### src/logic/bridge_led_pkg.sv
package bridge_led_pkg;

  ////////////////////////////////////////////////////////////////////////////
  // Clock and timing
  localparam int CLK_MHZ           = 250;   // Core clock rate
  localparam int CLK_PERIOD_NS     = 4;     // Core clock period
  localparam int RESET_MIN_MS      = 1;     // Least board reset hold after supplies are good
  localparam int RESET_MIN_CYCLES  = RESET_MIN_MS * CLK_MHZ * 1000;
  localparam int HEARTBEAT_HALF_MS = 250;   // Half period of the heartbeat blink
  localparam int HEARTBEAT_HALF_CYCLES_DEF = HEARTBEAT_HALF_MS * CLK_MHZ * 1000;
  localparam int FADE_STEP_NS      = 4000;  // Time per brightness step
  localparam int FADE_STEP_CYCLES  = (FADE_STEP_NS + CLK_PERIOD_NS - 1) / CLK_PERIOD_NS;

  ////////////////////////////////////////////////////////////////////////////
  // Pulse-width settings
  localparam int         PWM_WIDTH        = 8;
  localparam logic [7:0] DUTY_OFF         = 8'h00;
  localparam logic [7:0] FADE_MAX         = 8'hFF;
  localparam logic [7:0] DISK_ACTIVE_DUTY = 8'hC0;

  ////////////////////////////////////////////////////////////////////////////
  // Link state input encoding (core side)
  localparam logic [1:0] LINK_U0 = 2'h0;
  localparam logic [1:0] LINK_U1 = 2'h1;
  localparam logic [1:0] LINK_U2 = 2'h2;
  localparam logic [1:0] LINK_U3 = 2'h3;

  // Two-pin power state code driven to the board
  localparam logic [1:0] PSC_U3 = 2'h0;     // Also the value after reset
  localparam logic [1:0] PSC_U2 = 2'h1;
  localparam logic [1:0] PSC_U1 = 2'h2;
  localparam logic [1:0] PSC_U0 = 2'h3;

  ////////////////////////////////////////////////////////////////////////////
  // Reference clock strap decode
  localparam logic [1:0] STRAP_20 = 2'h0;
  localparam logic [1:0] STRAP_25 = 2'h1;
  localparam logic [1:0] STRAP_30 = 2'h2;
  localparam logic [1:0] STRAP_40 = 2'h3;
  localparam logic [5:0] FREQ_20_MHZ = 6'h14;
  localparam logic [5:0] FREQ_25_MHZ = 6'h19;
  localparam logic [5:0] FREQ_30_MHZ = 6'h1E;
  localparam logic [5:0] FREQ_40_MHZ = 6'h28;

  ////////////////////////////////////////////////////////////////////////////
  // Fade sequencer states
  typedef enum logic [1:0] {
    FADE_OFF  = 2'b00,
    FADE_UP   = 2'b01,
    FADE_DOWN = 2'b10
  } fade_state_t;

endpackage : bridge_led_pkg

### src/logic/pwm_gen.sv
`timescale 1ns/1ps
module pwm_gen (
  // Clock and reset
  input  wire logic                                 sys_clk,
  input  wire logic                                 rst,
  // Board reset: holds the period counter at its default
  input  wire logic                                 sync_clear,
  // Duty and output
  input  wire logic [bridge_led_pkg::PWM_WIDTH-1:0] duty,
  output logic                                      pwm_out
);
  import bridge_led_pkg::*;

  logic [PWM_WIDTH-1:0] cnt_reg;   // Free running period counter
  logic [PWM_WIDTH-1:0] cnt_next;
  logic                 out_reg;   // Registered output level
  logic                 out_next;

  ////////////////////////////////////////////////////////////////////////////
  // Next values: high while the counter is below the duty; the board
  // reset parks the counter too, so no register keeps running in reset
  always_comb begin
    cnt_next = cnt_reg + 1'b1;
    out_next = (cnt_reg < duty);
    if (sync_clear) begin
      cnt_next = '0;
      out_next = 1'b0;
    end
  end

  // Registers
  always_ff @(posedge sys_clk or posedge rst) begin
    if (rst) begin
      cnt_reg <= '0;
      out_reg <= 1'b0;
    end else begin
      cnt_reg <= cnt_next;
      out_reg <= out_next;
    end
  end

  assign pwm_out = out_reg;
endmodule : pwm_gen

### src/logic/bridge_status_led_and_strap.sv
`timescale 1ns/1ps
// Summary of operation
// - Each output carries one fixed indicator function
// - Power state code: U3 00 U2 01 U1 10 U0 11
// - Suspend indicator fades up and down continuously
// - Push button pin is only sampled
// - Reset returns all registers to defaults
// - During reset indicators show no activity
// - Strap selects 20, 25, 30 or 40 MHz
module bridge_status_led_and_strap #(
  parameter int HEARTBEAT_HALF_CYCLES = bridge_led_pkg::HEARTBEAT_HALF_CYCLES_DEF
) (
  // Clock and reset
  input  wire logic       sys_clk,
  input  wire logic       rst,
  input  wire logic       global_reset_n,
  // Straps
  input  wire logic [1:0] ref_freq_strap,
  // Core status
  input  wire logic       fw_running,
  input  wire logic       storage_busy,
  input  wire logic       superspeed_connected,
  input  wire logic       legacy_connected,
  input  wire logic       legacy_suspend,
  input  wire logic [1:0] usb3_link_state,
  // Board push button
  input  wire logic       push_button_in,
  output logic            push_button_state,
  // Indicator outputs
  output logic            heartbeat_out,
  output logic [1:0]      link_power_state_code,
  output logic            legacy_suspend_out,
  output logic            legacy_connected_out,
  output logic            superspeed_connected_out,
  output logic            disk_activity_pwm,
  output logic            suspend_fade_pwm,
  // Clock multiplier select
  output logic [5:0]      ref_freq_mhz
);
  import bridge_led_pkg::*;

  logic [31:0]     hb_cnt_reg;      // Heartbeat half period counter
  logic [31:0]     hb_cnt_next;
  logic            hb_reg;          // Heartbeat level
  logic            hb_next;
  logic [1:0]      psc_reg;         // Power state code
  logic [1:0]      psc_next;
  logic            sus_reg;         // Legacy suspend indicator
  logic            sus_next;
  logic            lcon_reg;        // Legacy connected indicator
  logic            lcon_next;
  logic            scon_reg;        // SuperSpeed connected indicator
  logic            scon_next;
  logic            btn_reg;         // Sampled push button
  logic            btn_next;
  logic [5:0]      freq_reg;        // Decoded reference frequency
  logic [5:0]      freq_next;
  logic [7:0]      disk_duty_reg;   // Disk activity duty
  logic [7:0]      disk_duty_next;
  fade_state_t     fade_state_reg;  // Fade sequencer
  fade_state_t     fade_state_next;
  logic [7:0]      bright_reg;      // Fade brightness
  logic [7:0]      bright_next;
  logic [9:0]      step_reg;        // Cycles within one brightness step
  logic [9:0]      step_next;
  logic            suspend_cond;    // Any suspend that must fade the indicator

  // Fading runs only out of reset and while some suspend holds
  assign suspend_cond = global_reset_n &&
                        ((superspeed_connected && usb3_link_state == LINK_U3) ||
                         legacy_suspend);

  ////////////////////////////////////////////////////////////////////////////
  // Indicator next values; the board reset forces defaults so no
  // link activity leaks out while the device is nonfunctional
  always_comb begin
    hb_cnt_next    = hb_cnt_reg;
    hb_next        = hb_reg;
    psc_next       = PSC_U3;
    sus_next       = 1'b0;
    lcon_next      = 1'b0;
    scon_next      = 1'b0;
    btn_next       = 1'b0;
    disk_duty_next = DUTY_OFF;
    freq_next      = freq_reg;
    if (!global_reset_n) begin
      hb_cnt_next = '0;
      hb_next     = 1'b0;
      // Strap is caught while the board reset holds, then frozen
      case (ref_freq_strap)
        STRAP_20: freq_next = FREQ_20_MHZ;
        STRAP_25: freq_next = FREQ_25_MHZ;
        STRAP_30: freq_next = FREQ_30_MHZ;
        STRAP_40: freq_next = FREQ_40_MHZ;
        default:  freq_next = FREQ_20_MHZ;
      endcase
    end else begin
      // Heartbeat: stalls while firmware is not running
      if (fw_running) begin
        if (hb_cnt_reg == 32'(HEARTBEAT_HALF_CYCLES - 1)) begin
          hb_cnt_next = '0;
          hb_next     = ~hb_reg;
        end else begin
          hb_cnt_next = hb_cnt_reg + 32'h0000_0001;
        end
      end
      // Power state code only meaningful on a SuperSpeed link
      if (superspeed_connected) begin
        case (usb3_link_state)
          LINK_U0: psc_next = PSC_U0;
          LINK_U1: psc_next = PSC_U1;
          LINK_U2: psc_next = PSC_U2;
          LINK_U3: psc_next = PSC_U3;
          default: psc_next = PSC_U3;
        endcase
      end
      sus_next       = legacy_suspend;
      lcon_next      = legacy_connected;
      scon_next      = superspeed_connected;
      btn_next       = push_button_in;
      disk_duty_next = storage_busy ? DISK_ACTIVE_DUTY : DUTY_OFF;
    end
  end

  // Indicator registers
  always_ff @(posedge sys_clk or posedge rst) begin
    if (rst) begin
      hb_cnt_reg    <= '0;
      hb_reg        <= 1'b0;
      psc_reg       <= PSC_U3;
      sus_reg       <= 1'b0;
      lcon_reg      <= 1'b0;
      scon_reg      <= 1'b0;
      btn_reg       <= 1'b0;
      disk_duty_reg <= DUTY_OFF;
      freq_reg      <= FREQ_20_MHZ;
    end else begin
      hb_cnt_reg    <= hb_cnt_next;
      hb_reg        <= hb_next;
      psc_reg       <= psc_next;
      sus_reg       <= sus_next;
      lcon_reg      <= lcon_next;
      scon_reg      <= scon_next;
      btn_reg       <= btn_next;
      disk_duty_reg <= disk_duty_next;
      freq_reg      <= freq_next;
    end
  end

  ////////////////////////////////////////////////////////////////////////////
  // Fade sequencer: triangle ramp of brightness, one step per
  // step period; a full cycle is about two milliseconds
  always_comb begin
    fade_state_next = fade_state_reg;
    bright_next     = bright_reg;
    step_next       = step_reg;
    if (!suspend_cond) begin
      fade_state_next = FADE_OFF;
      bright_next     = DUTY_OFF;
      step_next       = '0;
    end else begin
      case (fade_state_reg)
        FADE_OFF: begin
          fade_state_next = FADE_UP;
          bright_next     = DUTY_OFF;
          step_next       = '0;
        end
        FADE_UP: begin
          if (step_reg == 10'(FADE_STEP_CYCLES - 1)) begin
            step_next = '0;
            if (bright_reg == FADE_MAX) begin
              fade_state_next = FADE_DOWN;
            end else begin
              bright_next = bright_reg + 8'h01;
            end
          end else begin
            step_next = step_reg + 10'h001;
          end
        end
        FADE_DOWN: begin
          if (step_reg == 10'(FADE_STEP_CYCLES - 1)) begin
            step_next = '0;
            if (bright_reg == DUTY_OFF) begin
              fade_state_next = FADE_UP;
            end else begin
              bright_next = bright_reg - 8'h01;
            end
          end else begin
            step_next = step_reg + 10'h001;
          end
        end
        default: begin
          fade_state_next = FADE_OFF;
          bright_next     = DUTY_OFF;
          step_next       = '0;
        end
      endcase
    end
  end

  // Fade registers
  always_ff @(posedge sys_clk or posedge rst) begin
    if (rst) begin
      fade_state_reg <= FADE_OFF;
      bright_reg     <= DUTY_OFF;
      step_reg       <= '0;
    end else begin
      fade_state_reg <= fade_state_next;
      bright_reg     <= bright_next;
      step_reg       <= step_next;
    end
  end

  ////////////////////////////////////////////////////////////////////////////
  // Pulse-width generators, each output registered inside
  pwm_gen u_disk_pwm (
    .sys_clk    (sys_clk),
    .rst        (rst),
    .sync_clear (!global_reset_n),
    .duty    (disk_duty_reg),
    .pwm_out (disk_activity_pwm)
  );

  pwm_gen u_fade_pwm (
    .sys_clk    (sys_clk),
    .rst        (rst),
    .sync_clear (!global_reset_n),
    .duty    (bright_reg),
    .pwm_out (suspend_fade_pwm)
  );

  // One fixed function per pin, all straight from flops
  assign heartbeat_out            = hb_reg;
  assign link_power_state_code    = psc_reg;
  assign legacy_suspend_out       = sus_reg;
  assign legacy_connected_out     = lcon_reg;
  assign superspeed_connected_out = scon_reg;
  assign push_button_state        = btn_reg;
  assign ref_freq_mhz             = freq_reg;
endmodule : bridge_status_led_and_strap

### config.mk
export PLATFORM = sky130hd
export DESIGN_NAME = bridge_status_led_and_strap
export DESIGN_NICKNAME = d
export VERILOG_FILES = /design/src/logic/bridge_led_pkg.sv /design/src/logic/pwm_gen.sv /design/src/logic/bridge_status_led_and_strap.sv
export SDC_FILE = /design/constraint.sdc
export NUM_CORES = 1
export LEC_CHECK = 0
export BUFFER_PORTS_ARGS = -buffer_cell sky130_fd_sc_hd__buf_2
export CAP_MARGIN = 15
export CORE_MARGIN = 1.5
export CORE_UTILIZATION = 45
export CTS_CLUSTER_DIAMETER = 150
export CTS_CLUSTER_SIZE = 25
export DETAILED_ROUTE_END_ITERATION = 16
export SLEW_MARGIN = 5
export SYNTH_ARGS = -nofsm -noshare
export SYNTH_HDL_FRONTEND = slang
export SYNTH_SLANG_ARGS = --single-unit
export TNS_END_PERCENT = 1
### constraint.sdc
create_clock -name sys_clk -period 7.25 [get_ports sys_clk]
set_input_delay 2.175 -clock sys_clk [delete_from_list [all_inputs] [get_ports sys_clk]]
set_output_delay 2.175 -clock sys_clk [all_outputs]
set_load 0.02 [all_outputs]
==> flow_summary.json <==
{
  "yosysMostFrequentCell": "dfrtp_1",
  "yosys_warnings": 0,
  "r2r_cells": 10,
  "ir_worst_vdd_uv": 102,
  "root_buffer": "clkbuf_8",
  "rrSetupSlack_ps": 4450,
  "syn_nets": 503,
  "grt_pass1_vias": 3248,
  "die-height_um": 103,
  "drc": 0,
  "synth_top_area_share_pct": 45.4,
  "min_to": "u_disk_pwm.cnt_reg[0]",
  "p_per_area_mw_per_mm2": 190,
  "whs_path_depth": 1,
  "min_period_over_period_pct": 53.0,
  "finalMaxSlewViolations": 0,
  "drt-total-wl_um": 9050,
  "crit_chain": "buf_2 > nor2b_1 > nor4b_2 > and2_1 > nand4_1 > xor2_1 > nor2_1",
  "synth_top_family_by_area": "simple AND/OR/NAND/NOR gates",
  "rows": 36,
  "first_iter_violations": 95,
  "antenna_found_initial": 0,
  "cts_tree": "done",
  "regToRegStartpoint": "fade_state_reg[0]",
  "worstSetupEndpointType": "register",
  "finalCriticalPeriod_ps": 3840,
  "start_util_pct": 46.2,
  "synthTopCellsByArea": "dfrtp_1 (45%), ha_1 (5.8%), xor2_1 (5.0%), xnor2_1 (3.7%), nor2_1 (3.5%)",
  "cts_setup_buffers": 0,
  "worstHoldStart": "u_disk_pwm.cnt_reg[0]",
  "switching_power_w": 0.000241,
  "drtPass1Iterations": 4,
  "tns_ps": 0,
  "setup_viol": 0,
  "power.leakage_nw": 2.27,
  "synth_area_sq_mm": 0.00452,
  "reg2reg_to": "bright_reg[6]",
  "synth_edf_count": 0,
  "largest_reg_flops": 32,
  "p_seq_share_pct": 51.0,
  "synth_compound_area_share_pct": 10.6,
  "arrival_ps": 4060,
  "syn_area_per_cell_sq_um": 9.64,
  "portBuffers": 27,
  "wire_per_inst_um": 14.3,
  "hold_buffers": 0,
  "synth-xor-area-share_pct": 8.72,
  "seq_area_frac_synth_pct": 46.6,
  "final_core_util_pct": 51.4,
  "ys_async_sr_fraction_pct": 100,
  "status": "completed",
  "clock-sinks": 84,
  "p_int_w": 0.000716,
  "clk_pin_slew_ps": 90,
  "fin_ws_ps": 3410,
  "diodes": 0,
  "slew_headroom_pct": 48.7,
  "synth_flop_cell": "dfrtp_1",
  "maxCapViolCount": 0,
  "tightest_slew_ps": 768,
  "synth_commonest_cells": "dfrtp_1 (82), nor2_1 (42), nand2_1 (38)",
  "grt_max_degree": 85,
  "htreeDepth": 3,
  "synth_seq_cells": 84,
  "gp_congestion": 0.842,
  "grtUsageTotal_pct": 18.6,
  "cts_buffer_depth": 2,
  "nNetsFinal": 527,
  "io_pins": 28,
  "cp_slowest_cell": "nor2b_1",
  "syn2layout_area_growth_pct": 11.2,
  "antenna_left": 0,
  "required_ps": 7470,
  "pre_cts_ws_ps": 3040,
  "cts_resized": 0,
  "clock_latency_ps": 360,
  "rsz0062_at_grt": "false",
  "grt_pass1_wl_um": 15500,
  "clkPwrFrac_pct": 40.5,
  "synth_simple_gate_area_share_pct": 24.6,
  "grt_overflow": 0,
  "synth_top_area_cell": "dfrtp_1",
  "vias": 3400,
  "skew_ps": 8.92,
  "critPathMaxFanout": 39,
  "worstHoldPathType": "reg -> reg",
  "dp_hpwl_um": 6170,
  "yosys.area_share.adder_pct": 5.81,
  "power_frac_comb_pct": 8.5,
  "cpPeakStageDelay_ps": 670,
  "synth.distinct_cells": 51,
  "path_class": "in -> reg",
  "dieArea_sq_mm": 0.0107,
  "synthMuxAreaShare_pct": 0.720,
  "max_freq_mhz": 260,
  "synthCells": 469,
  "drive_gt1_share_pct": 12.2,
  "numCtsBuffers": 9,
  "core_area_sq_mm": 0.00977,
  "start_kind": "input port",
  "vias_per_cell": 5.39,
  "netSwitchingFraction_pct": 25.2,
  "fp.dieW_um": 103,
  "timing.hold.ws_ps": 468,
  "hold_violations": 0
}
==> cell families (layout without fill, tap and decap cells) <==
kind of cell               count (synthesis)  count (layout)
and+or+nand+nor                          205             205
DFF                                       84              84
AOI/OAI and AO/OA                         76              76
xor gates and xnor gates                  45              45
buffers and inverters                     35              64
adders and majority gates                 21              21
muxes                                      3               3
==> placed cells by master, fill, tap and decap left out, drive strengths merged, types with 13 or more instances in the layout <==
cell type  synthesis  final
dfrtp             82     82
nor2              42     42
nand2             38     38
buf                3     29
nand3             26     26
xor2              26     26
o21ai             25     25
and2              21     21
ha                21     21
xnor2             19     19
inv               18     18
nand4             15     15
a21oi             15     15
and3              13     13
==> per-stage QoR <==
step           area (sq um)  total power, W  std cells
3_5_place_dp           4770        0.000578        614
6_report               5030        0.000957        631
2_1_floorplan          4520        0.000553        469
4_1_cts                5000        0.000968        630
5_1_grt                5030        0.000998        631
3_3_place_gp           4770        0.000576        614
==> cell type report <==
class | count | area (sq um)
Clock inverter | 6 | 96.3
Fill cell | 934 | 4750
Sequential cell | 84 | 2100
Inverter | 19 | 72.6
Tap cell | 133 | 166
Multi-Input combinational cell | 350 | 2280
Clock buffer | 10 | 138
Timing Repair Buffer | 29 | 170
==> power groups by stage <==
stage	Combinational (W)	Clock, W	Sequential (W)
floorplan	0.0000500	0	0.000503
global placement	0.0000792	0	0.000497
detailed placement	0.0000807	0	0.000498
CTS	0.0000811	0.000399	0.000488
global route	0.0000931	0.000415	0.000490
finish	0.0000814	0.000387	0.000488
==> routing by layer <==
layer  track usage [%]  wire length, um  vias up
met1              25.2             4390     1656
met3              4.50              279        6
li1                  -                -     1693
met2              30.3             4290       45
met4              4.37               82        0
met5                 0                0        -
==> critical path, delay by kind of cell <==
kind	cells	cell delay (ps)
buf+inv	1	470
simple gates	5	1260
xor+xnor	1	140
==> worst max-delay path by stage <==
stage,endpoint,slack (ps),start
global route,hb_cnt_reg[22],3220,global_reset_n
finish,hb_cnt_reg[20],3410,global_reset_n
CTS,hb_cnt_reg[22],3420,global_reset_n
global placement,hb_cnt_reg[20],3070,global_reset_n
floorplan,bright_reg[0],2910,rst
detailed placement,hb_cnt_reg[20],3040,global_reset_n
(Power assumes the default switching activity.)
